--- config.mk ---
export PLATFORM = sky130hd
export DESIGN_NAME = rtcp_power_ctrl
export DESIGN_NICKNAME = d
export VERILOG_FILES = /design/src/rtcp_edge_sync.v /design/src/rtcp_power_ctrl.v
export VERILOG_INCLUDE_DIRS = /design/src
export SDC_FILE = /design/constraint.sdc
export NUM_CORES = 1
export LEC_CHECK = 0
export BUFFER_PORTS_ARGS = -buffer_cell sky130_fd_sc_hd__buf_2
export CAP_MARGIN = 40
export CORE_MARGIN = 1.5
export CORE_UTILIZATION = 55
export CTS_BUF_LIST = sky130_fd_sc_hd__clkbuf_8 sky130_fd_sc_hd__clkbuf_16
export DETAILED_ROUTE_END_ITERATION = 12
export PLACE_DENSITY = 0.87
export SETUP_SLACK_MARGIN = 0.1
export SYNTH_ARGS = -nofsm -noshare
export SYNTH_HDL_FRONTEND = slang
export SYNTH_HIERARCHICAL = 1
export SYNTH_SLANG_ARGS = --single-unit
--- constraint.sdc ---
create_clock -name clk_i -period 5.72 [get_ports clk_i]
set_input_delay 1.144 -clock clk_i [delete_from_list [all_inputs] [get_ports clk_i]]
set_output_delay 1.144 -clock clk_i [all_outputs]
set_load 0.02 [all_outputs]
--- src/rtcp_consts.vh ---
/*
  constants for the slow-domain power management block: register offset,
  field positions, reset values and timing counts.
  assumes a 200 MHz bus clock and a 32.768 kHz slow clock sampled as a level.
*/
// Functional notes
// - shutdown bit write turns regulator off, isolates
// - wake high ramps regulator, then supply ok
// - bits fifteen to five read zero
// - wake out value zero drives pin low
// - direction bit selects input or open drain
// - reference shutdown also stops bandgap reference
// - regulator shutdown keeps bandgap reference running
// - wake pin or alarm re-enables circuits
// - clock output enable bit gates clock out
// - writes land two slow cycles later
// - slow domain reset only by own reset
`ifndef RTCP_CONSTS_VH
`define RTCP_CONSTS_VH

`define RTCP_ADDR_W          16
`define RTCP_PMGT_OFFSET     16'h1930
`define RTCP_CLKOUT_BIT      0
`define RTCP_REG_SD_BIT      1
`define RTCP_REF_SD_BIT      2
`define RTCP_WAKE_DIR_BIT    3
`define RTCP_WAKE_OUT_BIT    4
`define RTCP_FIELD_W         5
`define RTCP_PMGT_RESET      5'h10
`define RTCP_CLK_PERIOD_PS   5000
`define RTCP_SLOW_PERIOD_NS  30518
`define RTCP_SLOW_CYCLES     ((`RTCP_SLOW_PERIOD_NS * 1000) / `RTCP_CLK_PERIOD_PS)
`define RTCP_WAKE_MIN_NS     30500
`define RTCP_WAKE_MIN_CYC    ((`RTCP_WAKE_MIN_NS * 1000 + `RTCP_CLK_PERIOD_PS - 1) / `RTCP_CLK_PERIOD_PS)
`define RTCP_RAMP_NS         10000
`define RTCP_RAMP_CYC        ((`RTCP_RAMP_NS * 1000) / `RTCP_CLK_PERIOD_PS)

`endif

--- src/rtcp_edge_sync.v ---
/*
  two-stage synchroniser with rising-edge output, used to follow the slow
  clock level inside the bus clock domain.
  assumes the input is a free level with no relation to clk_i.
*/
`timescale 1ns/1ps
`default_nettype none
module rtcp_edge_sync (
  input  wire clk_i,
  input  wire rst_i,
  input  wire d_i,
  output wire level_o,
  output wire rise_o
);
  reg meta_reg;
  reg sync_reg;
  reg last_reg;
  reg [2:0] fill_reg;   // stages that already hold a real sample

  // first stage feeds only the second one
  always @(posedge clk_i or posedge rst_i) begin
    if (rst_i) begin
      meta_reg <= 1'b0;
      sync_reg <= 1'b0;
      last_reg <= 1'b0;
      fill_reg <= 3'h0;
    end else begin
      meta_reg <= d_i;
      sync_reg <= meta_reg;
      last_reg <= sync_reg;
      fill_reg <= {fill_reg[1:0], 1'b1};
    end
  end

  assign level_o = sync_reg;
  // no edge until the pipe is filled: a high input at reset is not a rise
  assign rise_o  = sync_reg & ~last_reg & fill_reg[2];
endmodule // rtcp_edge_sync
`default_nettype wire

--- src/rtcp_power_ctrl.v ---
/*
  power management control for clock-only low-power mode: one register,
  wake pin control, regulator and reference shutdown, supply-ok sequencing,
  slow clock output gating.
  assumes the bus master keeps one-cycle strobes; slow_clk_i is a level;
  por_i is the slow domain's own power-on reset, rst_i only the bus side.
*/
`timescale 1ns/1ps
`default_nettype none
`include "rtcp_consts.vh"
module rtcp_power_ctrl #(
  parameter RAMP_CYCLES = `RTCP_RAMP_CYC,
  parameter WAKE_CYCLES = `RTCP_WAKE_MIN_CYC
) (
  input  wire        clk_i,
  input  wire        rst_i,
  input  wire        por_i,
  input  wire [15:0] addr_i,
  input  wire [15:0] wdata_i,
  input  wire        wr_i,
  input  wire        rd_i,
  output reg  [15:0] rdata_o,
  input  wire        slow_clk_i,
  input  wire        alarm_i,
  input  wire        wake_pin_i,
  output reg         wake_pin_o,
  output reg         wake_pin_oe_n_o,
  output reg         core_regulator_output_o,
  output reg         bandgap_on_o,
  output reg         analog_por_on_o,
  output reg         supply_ok_o,
  output reg         system_reset_o,
  output reg         slow_clock_out_o
);
  localparam ST_ON   = 2'd0;
  localparam ST_OFF  = 2'd1;
  localparam ST_RAMP = 2'd2;
  localparam ST_REL  = 2'd3;

  wire slow_level;
  wire slow_rise;
  reg  [`RTCP_FIELD_W-1:0] pm_reg;      // applied register contents
  reg  [`RTCP_FIELD_W-1:0] pend_reg;    // written value awaiting slow edges
  reg  [1:0]  pend_cnt_reg;
  reg         pend_reg_valid;
  reg  [1:0]  state_reg;
  reg  [31:0] ramp_cnt_reg;
  reg  [31:0] wake_cnt_reg;
  reg         sd_pending_reg;

  rtcp_edge_sync rtcp_edge_sync_i (
    .clk_i   (clk_i),
    .rst_i   (por_i),
    .d_i     (slow_clk_i),
    .level_o (slow_level),
    .rise_o  (slow_rise)
  );

  function hit;
    input [15:0] a;
    begin
      hit = (a == `RTCP_PMGT_OFFSET);
    end
  endfunction

  wire wake_in_mode = ~pm_reg[`RTCP_WAKE_DIR_BIT];
  wire wake_high    = wake_in_mode & wake_pin_i;
  // held pin wakes only after one slow period of width, short glitches ignored
  wire wake_seen    = wake_high && (wake_cnt_reg >= WAKE_CYCLES - 1);
  wire access_ok    = supply_ok_o;

  // register slot: write parked, applied on the second slow rising edge
  always @(posedge clk_i or posedge por_i) begin
    if (por_i) begin
      pm_reg         <= `RTCP_PMGT_RESET;
      pend_reg       <= `RTCP_PMGT_RESET;
      pend_cnt_reg   <= 2'd0;
      pend_reg_valid <= 1'b0;
    end else begin
      if (wr_i && access_ok && hit(addr_i)) begin
        pend_reg       <= wdata_i[`RTCP_FIELD_W-1:0];
        pend_reg_valid <= 1'b1;
        pend_cnt_reg   <= 2'd0;
      end else if (pend_reg_valid && slow_rise) begin
        if (pend_cnt_reg == 2'd1) begin
          pm_reg         <= pend_reg;
          pend_reg_valid <= 1'b0;
        end else begin
          pend_cnt_reg <= pend_cnt_reg + 2'd1;
        end
      end
      // wake-up clears the shutdown requests so power stays up
      if (state_reg == ST_REL) begin
        pm_reg[`RTCP_REG_SD_BIT] <= 1'b0;
        pm_reg[`RTCP_REF_SD_BIT] <= 1'b0;
      end
    end
  end

  // width of a wake pulse, counted in bus cycles
  always @(posedge clk_i or posedge por_i) begin
    if (por_i) begin
      wake_cnt_reg <= 32'd0;
    end else if (!wake_high) begin
      wake_cnt_reg <= 32'd0;
    end else if (wake_cnt_reg < WAKE_CYCLES) begin
      wake_cnt_reg <= wake_cnt_reg + 32'd1;
    end
  end

  // power sequence: on, shut down, ramping, release of reset
  always @(posedge clk_i or posedge por_i) begin
    if (por_i) begin
      state_reg      <= ST_ON;
      ramp_cnt_reg   <= 32'd0;
      sd_pending_reg <= 1'b0;
    end else begin
      // the release cycle clears the request bits, so it must not re-arm a shutdown
      sd_pending_reg <= (state_reg != ST_REL) &
                        (pm_reg[`RTCP_REG_SD_BIT] | pm_reg[`RTCP_REF_SD_BIT]);
      case (state_reg)
        ST_ON: begin
          if (sd_pending_reg) begin
            state_reg <= ST_OFF;
          end
        end
        ST_OFF: begin
          if (wake_seen || alarm_i) begin
            state_reg    <= ST_RAMP;
            ramp_cnt_reg <= 32'd0;
          end
        end
        ST_RAMP: begin
          // supply-ok stays low until the regulator reaches threshold
          if (ramp_cnt_reg >= RAMP_CYCLES - 1) begin
            state_reg <= ST_REL;
          end else begin
            ramp_cnt_reg <= ramp_cnt_reg + 32'd1;
          end
        end
        ST_REL: begin
          state_reg <= ST_ON;
        end
        default: begin
          state_reg <= ST_ON;
        end
      endcase
    end
  end

  // analog controls and pins, all from flops
  always @(posedge clk_i or posedge por_i) begin
    if (por_i) begin
      core_regulator_output_o <= 1'b1;
      bandgap_on_o            <= 1'b1;
      analog_por_on_o         <= 1'b1;
      supply_ok_o             <= 1'b1;
      system_reset_o          <= 1'b0;
      wake_pin_o              <= 1'b0;
      wake_pin_oe_n_o         <= 1'b1;
      slow_clock_out_o        <= 1'b0;
    end else begin
      core_regulator_output_o <= (state_reg != ST_OFF);
      analog_por_on_o         <= (state_reg != ST_OFF);
      // reference shutdown also drops the bandgap, reg shutdown alone keeps it
      bandgap_on_o <= !((state_reg == ST_OFF) && pm_reg[`RTCP_REF_SD_BIT]);
      supply_ok_o    <= (state_reg == ST_ON) || (state_reg == ST_REL);
      system_reset_o <= (state_reg == ST_REL);
      wake_pin_o     <= 1'b0;                                // open drain only pulls low
      wake_pin_oe_n_o <= ~(pm_reg[`RTCP_WAKE_DIR_BIT] &
                           ~pm_reg[`RTCP_WAKE_OUT_BIT]);
      slow_clock_out_o <= pm_reg[`RTCP_CLKOUT_BIT] & slow_level;
    end
  end

  // read port: data the cycle after the strobe, zero elsewhere
  always @(posedge clk_i or posedge rst_i) begin
    if (rst_i) begin
      rdata_o <= 16'h0000;
    end else if (rd_i && access_ok && hit(addr_i)) begin
      rdata_o <= {11'h000, pm_reg};
    end else begin
      rdata_o <= 16'h0000;
    end
  end
endmodule // rtcp_power_ctrl
`default_nettype wire

==> flow_metrics.py, run 1 <==
metrics = {
    "run_status": {
        "status": "finished clean",
    },
    "placement": {
        "portBuffers": 40,
        "post-dp-hpwl_um": 5702,
        "gp_congestion": 0.8543,
    },
    "sta": {
        "finalSetupTns_ps": 0,
        "fmax_mhz": 305.9,
        "post-route-period-util": 0.5715,
        "hold_viol": 0,
        "fin_crit_ps": 3269,
        "setup_violations": 0,
        "slew_headroom": 0.3736,
        "clock_skew_ps": 5.877,
        "tightest_slew_ps": 936.2,
        "slew_violations": 0,
        "rsz0062_at_grt": "false",
    },
    "clock_network": {
        "clk-insertion-delay-late_ps": 370,
        "clock_tree.root_cell": "clkbuf_8",
        "tritoncts": "yes",
        "cts_sinks": 97,
        "cts_buffers": 9,
        "post_cts_resized": 0,
        "cts.clk_slew.worst_paths_ps": 100,
        "holdBufCountCts": 0,
        "post-cts-setup-buffers": 0,
        "clk_path_buf_depth": 2,
        "cts_max_level": 3,
    },
    "yosys": {
        "synth_cells": 414,
        "synth_edf_count": 0,
        "synthFlopType": "dfrtp_1",
        "synth.yosys.seq_area_share": 0.5422,
        "synth.most_common_cell": "dfrtp_1",
        "ys_top_cells_by_area": "dfrtp_1 (51%), and2_1 (4.3%), dfstp_2 (3.5%)",
        "yosysTopAreaCell": "dfrtp_1",
        "synthTopCellsByCount": "dfrtp_1 (91), nor2_1 (37), and2_1 (31)",
        "yosys_warnings": 6,
        "netlist.area_leader.share": 0.5071,
        "ys_ff_latch": 97,
        "ys_types": 57,
        "synth_area_um2": 4491,
        "synth.avg_cell_area_um2": 10.85,
        "ys_async_sr_fraction": 1.000,
    },
    "detailed_routing": {
        "drt_iter0_markers": 224,
        "ant_nets": 0,
        "wl_per_cell_um": 14.78,
        "drcViolationCount": 0,
        "routed_wl_um": 8249,
        "routed_via_density": 5.676,
        "vias": 3167,
        "drtPass1Iterations": 4,
    },
    "global_route": {
        "grt_pass1_vias": 3137,
        "grt_max_degree": 50,
        "grt.overflow.total": 0,
        "track_usage": 0.2082,
        "antenna_found_initial": 0,
        "grt_first_pass_wirelength_um": 14310,
    },
    "layout": {
        "area_growth_pct": 9.390,
        "fin_nets": 499,
        "diodes": 0,
        "drive_above_1_share": 0.1952,
    },
    "job": {
        "cap_violations": 0,
    },
    "floorplan": {
        "io_pins": 64,
        "initial_core_util": 0.5752,
        "die_area_um2": 8716,
        "die_y_um": 93.36,
        "die_w_um": 93.36,
        "num_rows": 32,
        "core_area_um2": 7807,
    },
    "worst_setup_path": {
        "crit_arrival_ps": 3480,
        "rrSetupSlack_ps": 2450,
        "timing.rr.end": "ramp_cnt_reg[26]",
        "crit_type": "flop to flop",
        "r2r_cells": 8,
        "cp-start-kind": "flop",
        "timing.rr.start": "state_reg[0]",
        "cp_max_fo": 23,
        "required_ps": 5930,
        "end_kind": "flop",
    },
    "pwr": {
        "peakVddDrop_mv": 0.2048,
        "p_clk_frac": 0.300,
        "p_int_uw": 971.5,
        "seq_power_share": 0.534,
        "p_leak_nw": 2.295,
        "pwr-share-comb": 0.166,
        "powerDensity_nw_per_um2": 290.6,
        "p_sw_uw": 456.1,
        "power.total_mw": 1.428,
        "swShare": 0.3195,
    },
    "min_path": {
        "holdPathEnd": "rtcp_edge_sync_i/fill_reg[2]",
        "worstHoldPathCells": 0,
        "hp-start": "rtcp_edge_sync_i/fill_reg[1]",
        "hp-class": "flop to flop",
    },
}
-- critical path, cell delays in order (launching register included) --
cell      delay (ps)
dfrtp_1          420
inv_1            120
ha_1             480
nor4b_1          300
nand4_1          280
o31ai_4          340
o211ai_4         270
nor2_1           790
nor2_1           130
-- cell type report --
type / count / area, µm²
clock buffers: 9 / 123.9
clock inverters: 7 / 68.82
fillers: 602 / 2895
inverters: 16 / 61.31
multi-input cells: 285 / 1881
flip-flops and latches: 97 / 2435
well taps: 102 / 127.6
repair buffers: 42 / 215.2
-- cell usage in the layout (no fill, tap or decap), types with 2 or more instances in the layout --
cell      count
o21ai_0      12
nor2_1       37
ha_1          8
a41oi_1       3
o31ai_1       3
nor4_2        3
a21boi_0      2
nor3_1       10
o21a_1       10
dfstp_2       6
a21oi_1       9
and3_1        7
a31oi_1       4
xor2_1        8
clkinv_4      3
nand2b_1     10
o21bai_1      2
nand2_1      25
nor4_1       13
and2_1       31
o41ai_1       3
mux2_2        8
conb_1       13
inv_8         3
mux2i_1       5
nand3_1      12
clkbuf_8      9
buf_2        40
buf_4         2
nand4_1      14
and4_1        3
inv_1        15
nor2b_1       5
dfrtp_1      91
-- power by group through the flow --
stage | registers, mW | logic (mW) | clock network (mW)
2_1_floorplan | 0.769 | 0.194 | 0
3_3_place_gp | 0.772 | 0.227 | 0
3_5_place_dp | 0.775 | 0.237 | 0
4_1_cts | 0.762 | 0.238 | 0.438
5_1_grt | 0.767 | 0.266 | 0.466
6_report | 0.762 | 0.238 | 0.428
-- cells by family after synthesis --
kind of cell	after synthesis	synth area share
xor+xnor	9	0.01755
mux	13	0.03121
other cells	2	0.001672
flops	97	0.5422
compound gates	57	0.09696
simple gates	185	0.2399
fa+ha+maj	8	0.02229
buf+inv	43	0.04820
-- worst max path at each step --
stage                       startpoint          endpoint  slack, ps  cells after the start
after floorplan                  por_i   pend_cnt_reg[0]       2360                      1
after global placement      wake_pin_i  ramp_cnt_reg[27]       2560                      8
after detailed placement    wake_pin_i  ramp_cnt_reg[26]       2440                      8
after CTS                 state_reg[0]  ramp_cnt_reg[26]       2530                      8
after global routing      state_reg[0]  ramp_cnt_reg[25]       2230                      8
final                     state_reg[0]  ramp_cnt_reg[26]       2450                      8
-- metrics by stage --
step                setup WS, ps  instance area, µm²  utilization  std cells  hold slack, ps
detailed placement          2439                4720       0.6045        542           345.7
finish                      2451                4912       0.6292        558           363.0
global placement            2560                4720       0.6045        542           334.2
CTS                         2530                4912       0.6292        558           370.3
floorplan                   2364                4532            -        425           331.2
global route                2227                4912       0.6292        558           372.0
-- per-layer routing --
metal	GRT usage	vias up	wire [µm]
li1	-	1502	-
met1	0.2720	1559	3597
met2	0.3424	89	4119
met3	0.04878	17	385
met4	0.06818	0	146
met5	0	-	0
(Power assumes the default switching activity.)
==> inputs of run 2 (changes only) <==
==> constraint.sdc (replaced) <==
create_clock -name clk_i -period 3.1 [get_ports clk_i]
set_input_delay 0.62 -clock clk_i [delete_from_list [all_inputs] [get_ports clk_i]]
set_output_delay 0.62 -clock clk_i [all_outputs]
set_load 0.02 [all_outputs]
==> run 2 against run 1 <==
Maximum frequency increased by 27%. Worst hold slack got worse by 250 ps. First-iteration DRC count fell by 42%. Via count increased by 0.69%. Core utilization rose by 0.83 points. Global-route usage grew 0.62 points. Clock power rose by 89%. Routed wire length up 1.6%. Final area rose by 1.3%. Sequential share of layout area shrank 0.65 points. Total power grew 88%. Largest cell class unchanged.
==> flow_metrics.py, run 2 (synthesis results as in run 1) <==
metrics = {
    "layout": {
        "final_cell_mix": "dfrtp_1 (91), buf_2 (40), nor2_1 (37), and2_1 (31), nand2_1 (25)",
        "finalNonFillerCells": 563,
        "diodes": 0,
        "fin_nets": 504,
        "area_growth_pct": 10.84,
        "layout_commonest_cell": "dfrtp_1",
        "drive_above_1_share": 0.2039,
    },
    "sta": {
        "slew_headroom": 0.4624,
        "hold_viol": 0,
        "slew_violations": 0,
        "tightest_slew_ps": 799.1,
        "fin_crit_ps": 2578,
        "clock_skew_ps": 16.46,
        "setup_violations": 0,
        "fmax_mhz": 387.9,
        "finalSetupTns_ps": 0,
        "post-route-period-util": 0.8317,
        "rsz0062_at_grt": "false",
    },
    "detailed_routing": {
        "ant_nets": 0,
        "routed_wl_um": 8380,
        "routed_via_density": 5.664,
        "wl_per_cell_um": 14.88,
        "dr_wl_met3_um": 477,
        "drt_iter0_markers": 131,
        "vias": 3189,
        "wl_met2_um": 4274,
        "wl_met1_um": 3520,
        "highest_layer": "met4",
        "drcViolationCount": 0,
        "drtPass1Iterations": 4,
    },
    "floorplan": {
        "die_w_um": 93.36,
        "core_area_um2": 7807,
        "num_rows": 32,
        "initial_core_util": 0.5752,
        "die_area_um2": 8716,
        "io_pins": 64,
        "die_y_um": 93.36,
    },
    "job": {
        "cap_violations": 0,
    },
    "clock_network": {
        "clk-insertion-delay-late_ps": 380,
        "post-cts-setup-buffers": 0,
        "cts.clk_slew.worst_paths_ps": 100,
        "clock_tree.root_cell": "clkbuf_8",
        "cts_sinks": 97,
        "tritoncts": "yes",
        "cts_max_level": 3,
        "cts_buffers": 9,
        "post_cts_resized": 0,
        "holdBufCountCts": 0,
        "clk_path_buf_depth": 2,
    },
    "global_route": {
        "grt_pass1_vias": 3236,
        "grt_first_pass_wirelength_um": 14590,
        "grt.overflow.total": 0,
        "antenna_found_initial": 0,
        "track_usage": 0.2144,
        "grt_max_degree": 48,
    },
    "min_path": {
        "hp-class": "input port to asynchronous set/reset pin",
    },
    "worst_setup_path": {
        "timing.rr.start": "state_reg[0]",
        "r2r_cells": 9,
        "cp-start-kind": "flop",
        "path_cells": "inv_1 > ha_1 > nor4b_1 > nand4_1 > o31ai_4 > o211a_1 > buf_4 > nand2b_1 > o21a_1",
        "critPathLaunch": "state_reg[0]",
        "endpoint": "ramp_cnt_reg[18]",
        "cp_max_fo": 11,
        "rrSetupSlack_ps": 520,
        "crit_arrival_ps": 2850,
        "required_ps": 3370,
        "max_stage_delay_ps": 420,
        "end_kind": "flop",
        "crit_type": "flop to flop",
        "timing.rr.end": "ramp_cnt_reg[18]",
        "slowest_stage": "dfrtp_1",
    },
    "pwr": {
        "p_clk_frac": 0.301,
        "peakVddDrop_mv": 0.4616,
        "swShare": 0.3209,
        "seq_power_share": 0.523,
        "powerDensity_nw_per_um2": 539.8,
        "pwr-share-comb": 0.175,
        "p_int_mw": 1.825,
        "p_leak_nw": 2.328,
        "p_sw_uw": 862.3,
    },
    "placement": {
        "portBuffers": 40,
        "post-dp-hpwl_um": 6053,
        "gp_congestion": 0.8498,
        "placed_cells_incl_taps": 547,
    },
    "run_status": {
        "status": "finished clean",
    },
}
run 2: changes by cell type in the layout (fill, tap and decap cells not counted):
cell      change
buf_12        +1
buf_4         +4
clkinv_4      -1
clkinv_8      +3
inv_6         +1
inv_8         -3
run 2: stage by stage:
step / total power [mW] / area [µm²] / hold slack (ps) / util / setup slack (ps)
3_3_place_gp: 1.879 / 4770 / 336.7 / 0.6109 / 622.3
4_1_cts: 2.709 / 4977 / 102.6 / 0.6375 / 518.6
6_report: 2.687 / 4977 / 110.9 / 0.6375 / 521.7
5_1_grt: 2.820 / 4977 / 116.6 / 0.6375 / 357.6
2_1_floorplan: 1.777 / 4532 / 331.2 / - / 268.1
3_5_place_dp: 1.902 / 4770 / 340.5 / 0.6109 / 566.8
run 2: final cells by class:
| type | instances | area (µm²) |
|---|---|---|
| sequential | 97 | 2435 |
| tap | 102 | 127.6 |
| fill | 604 | 2830 |
| clock inverter | 7 | 83.83 |
| multi-input combinational | 285 | 1881 |
| clock buffer | 9 | 123.9 |
| timing repair buffer | 47 | 265.3 |
| inverter | 16 | 61.31 |
run 2: how the worst min path moves through the flow:
| stage | endpoint | from | slack, ps | depth (start not counted) |
|---|---|---|---|---|
| finish | rdata_o[3] | rst_i | 110 | 2 |
| global route | rdata_o[4] | rst_i | 120 | 2 |
| CTS | rdata_o[4] | rst_i | 100 | 2 |
| detailed placement | rtcp_edge_sync_i/fill_reg[2] | rtcp_edge_sync_i/fill_reg[1] | 340 | 0 |
| global placement | rtcp_edge_sync_i/fill_reg[2] | rtcp_edge_sync_i/fill_reg[1] | 340 | 0 |
| floorplan | rtcp_edge_sync_i/fill_reg[1] | rtcp_edge_sync_i/fill_reg[0] | 330 | 0 |
run 2: layer usage:
metal / global-route usage / vias to the layer above
li1: - / 1502
met1: 0.2622 / 1574
met4: 0.05934 / 0
met5: 0 / -
met3: 0.05854 / 10
met2: 0.3714 / 103
run 2: critical path: cells and delay by family (launching register included):
family                     cells  cell delay, ps
AOI/OAI and AO/OA              3             790
and+or+nand+nor                3             750
DFF                            1             420
buffers and inverters          2             320
adders and majority gates      1             190
run 2: power by group through the flow:
stage | registers, mW | clock network [mW] | logic (mW)
2_1_floorplan | 1.42 | 0 | 0.357
3_3_place_gp | 1.43 | 0 | 0.454
3_5_place_dp | 1.43 | 0 | 0.474
4_1_cts | 1.40 | 0.829 | 0.475
5_1_grt | 1.42 | 0.876 | 0.528
6_report | 1.41 | 0.810 | 0.470
==> inputs of run 3 (changes only) <==
==> constraint.sdc (replaced) <==
create_clock -name clk_i -period 2.49 [get_ports clk_i]
set_input_delay 0.498 -clock clk_i [delete_from_list [all_inputs] [get_ports clk_i]]
set_output_delay 0.498 -clock clk_i [all_outputs]
set_load 0.02 [all_outputs]
==> run 3 against run 2 <==
Worst hold slack got worse by 72 ps. Final cell count up 2.5%. Combinational power is 43% higher. Routed wire length grew 9.1%. Sequential power up 24%. Critical path type unchanged. Critical endpoint is now ramp_cnt_reg[11]. Largest cell class unchanged. Largest power group unchanged. Highest routed layer unchanged.
==> flow_metrics.py, run 3 (synthesis results as in run 1) <==
metrics = {
    "sta": {
        "rsz0062_at_grt": "false",
        "setup_violations": 0,
        "setup_slack_ps": 109.4,
        "clock_skew_ps": 13.04,
        "slew_headroom": 0.5914,
        "hold_viol": 0,
        "fmax_mhz": 420.1,
        "finalSetupTns_ps": 0,
        "slew_violations": 0,
        "fin_crit_ps": 2381,
        "post-route-period-util": 0.9561,
        "tightest_slew_ps": 611.5,
    },
    "global_route": {
        "gr-usage-met3": 0.04309,
        "grt.overflow.total": 0,
        "track_usage": 0.2233,
        "use_met2": 0.3774,
        "grt_max_degree": 42,
        "use_met1": 0.2788,
        "grt_pass1_vias": 3210,
        "antenna_found_initial": 0,
        "grt.busiest_layer": "met2",
        "grt_first_pass_wirelength_um": 15040,
    },
    "floorplan": {
        "die_area_um2": 8716,
        "num_rows": 32,
        "core_area_um2": 7807,
        "die_y_um": 93.36,
        "io_pins": 64,
        "die_w_um": 93.36,
        "initial_core_util": 0.5752,
    },
    "layout": {
        "fillCellCount": 574,
        "diodes": 0,
        "regArea_um2": 2435,
        "final_cell_mix": "dfrtp_1 (91), buf_2 (40), nor2_1 (37), and2_1 (31), nand2_1 (24)",
        "drive_above_1_share": 0.2442,
        "area_growth_pct": 14.85,
        "fin_nets": 518,
        "final_core_util": 0.6606,
        "multi_input_area_um2": 1927,
        "layout_commonest_cell": "dfrtp_1",
        "design_area_um2": 5157,
    },
    "detailed_routing": {
        "routed_wl_um": 9143,
        "drt_iter0_markers": 196,
        "wl_per_cell_um": 15.85,
        "routed_via_density": 5.721,
        "ant_nets": 0,
        "drcViolationCount": 0,
        "drtPass1Iterations": 5,
        "vias": 3301,
    },
    "run_status": {
        "status": "finished clean",
    },
    "clock_network": {
        "tritoncts": "yes",
        "cts_buffers": 9,
        "clk_path_buf_depth": 2,
        "cts.clk_slew.worst_paths_ps": 110,
        "clk-insertion-delay-late_ps": 370,
        "cts_sinks": 97,
        "clock_tree.root_cell": "clkbuf_8",
        "cts_max_level": 3,
    },
    "pwr": {
        "power.total_mw": 3.545,
        "powerDensity_nw_per_um2": 687.4,
        "peakVddDrop_mv": 0.4946,
        "p_leak_nw": 2.401,
    },
    "worst_setup_path": {
        "end_kind": "flop",
        "cp_num_buf_inv": 1,
        "path_cells": "inv_2 > ha_2 > nor4b_4 > nand4_1 > o31ai_4 > o211ai_4 > or4_1 > a21oi_1",
        "rrSetupSlack_ps": 110,
        "slowest_stage": "or4_1",
        "cp_max_fo": 5,
        "r2r_cells": 8,
        "crit_family": "simple AND/OR/NAND/NOR gates",
        "cp-start-kind": "flop",
        "cp.depth": 8,
        "crit_arrival_ps": 2670,
        "max_stage_delay_ps": 520,
        "required_ps": 2780,
        "crit_type": "flop to flop",
    },
    "placement": {
        "place_area_um2": 4840,
        "gp_congestion": 0.8706,
        "post-dp-hpwl_um": 6256,
        "portBuffers": 40,
        "pre_cts_ws_ps": 33.74,
    },
    "job": {
        "cap_violations": 0,
    },
    "min_path": {
        "hp-class": "input port to asynchronous set/reset pin",
    },
}
-- run 3: repair_timing --
item                       CTS  global route
resized for setup            3             7
hold buffers                 1             0
hold endpoints to repair     4             0
setup endpoints to repair   10            29
setup buffers                1             3
pin swaps                    2             5
-- run 3: per-layer routing --
metal	share of wire	up-vias
li1	-	1535
met1	0.41	1626
met5	0	-
met2	0.51	113
met4	0.027	0
met3	0.050	27
-- run 3: worst register-to-register path, cell delays in order (launching register included) --
cell,delay (ps)
dfrtp_1,420
inv_2,70
ha_2,190
nor4b_4,230
nand4_1,220
o31ai_4,330
o211ai_4,150
or4_1,530
a21oi_1,170
-- run 3: stage by stage --
stage	hold slack, ps	cells
2_1_floorplan	276.5	425
3_3_place_gp	333.6	556
3_5_place_dp	337.1	556
4_1_cts	26.28	574
5_1_grt	51.59	577
6_report	39.10	577
-- run 3: final cells by class --
| cell class | count | share of cell area |
|---|---|---|
| clock buffers | 9 | 0.02402 |
| inverters | 16 | 0.01237 |
| clock inverters | 7 | 0.02086 |
| multi-input cells | 285 | 0.3736 |
| well taps | 102 | 0.02475 |
| flip-flops and latches | 97 | 0.4721 |
| repair buffers | 61 | 0.07230 |
-- run 3: worst paths after layout --
| path | start | endpoint |
|---|---|---|
| setup reg to reg | state_reg[0] | ramp_cnt_reg[11] |
| hold / removal | por_i | rtcp_edge_sync_i/fill_reg[1] |
| setup / recovery | state_reg[0] | ramp_cnt_reg[11] |
| hold reg to reg | rtcp_edge_sync_i/meta_reg | rtcp_edge_sync_i/level_o |
| min in group clk_i | slow_clk_i | rtcp_edge_sync_i/meta_reg |
| max in group asynchronous | por_i | analog_por_on_o |
-- run 3: where the power goes --
group	internal, mW	total [mW]	switching (mW)
clock network	0.502	1.12	0.619
registers	1.67	1.75	0.0816
logic	0.250	0.670	0.421
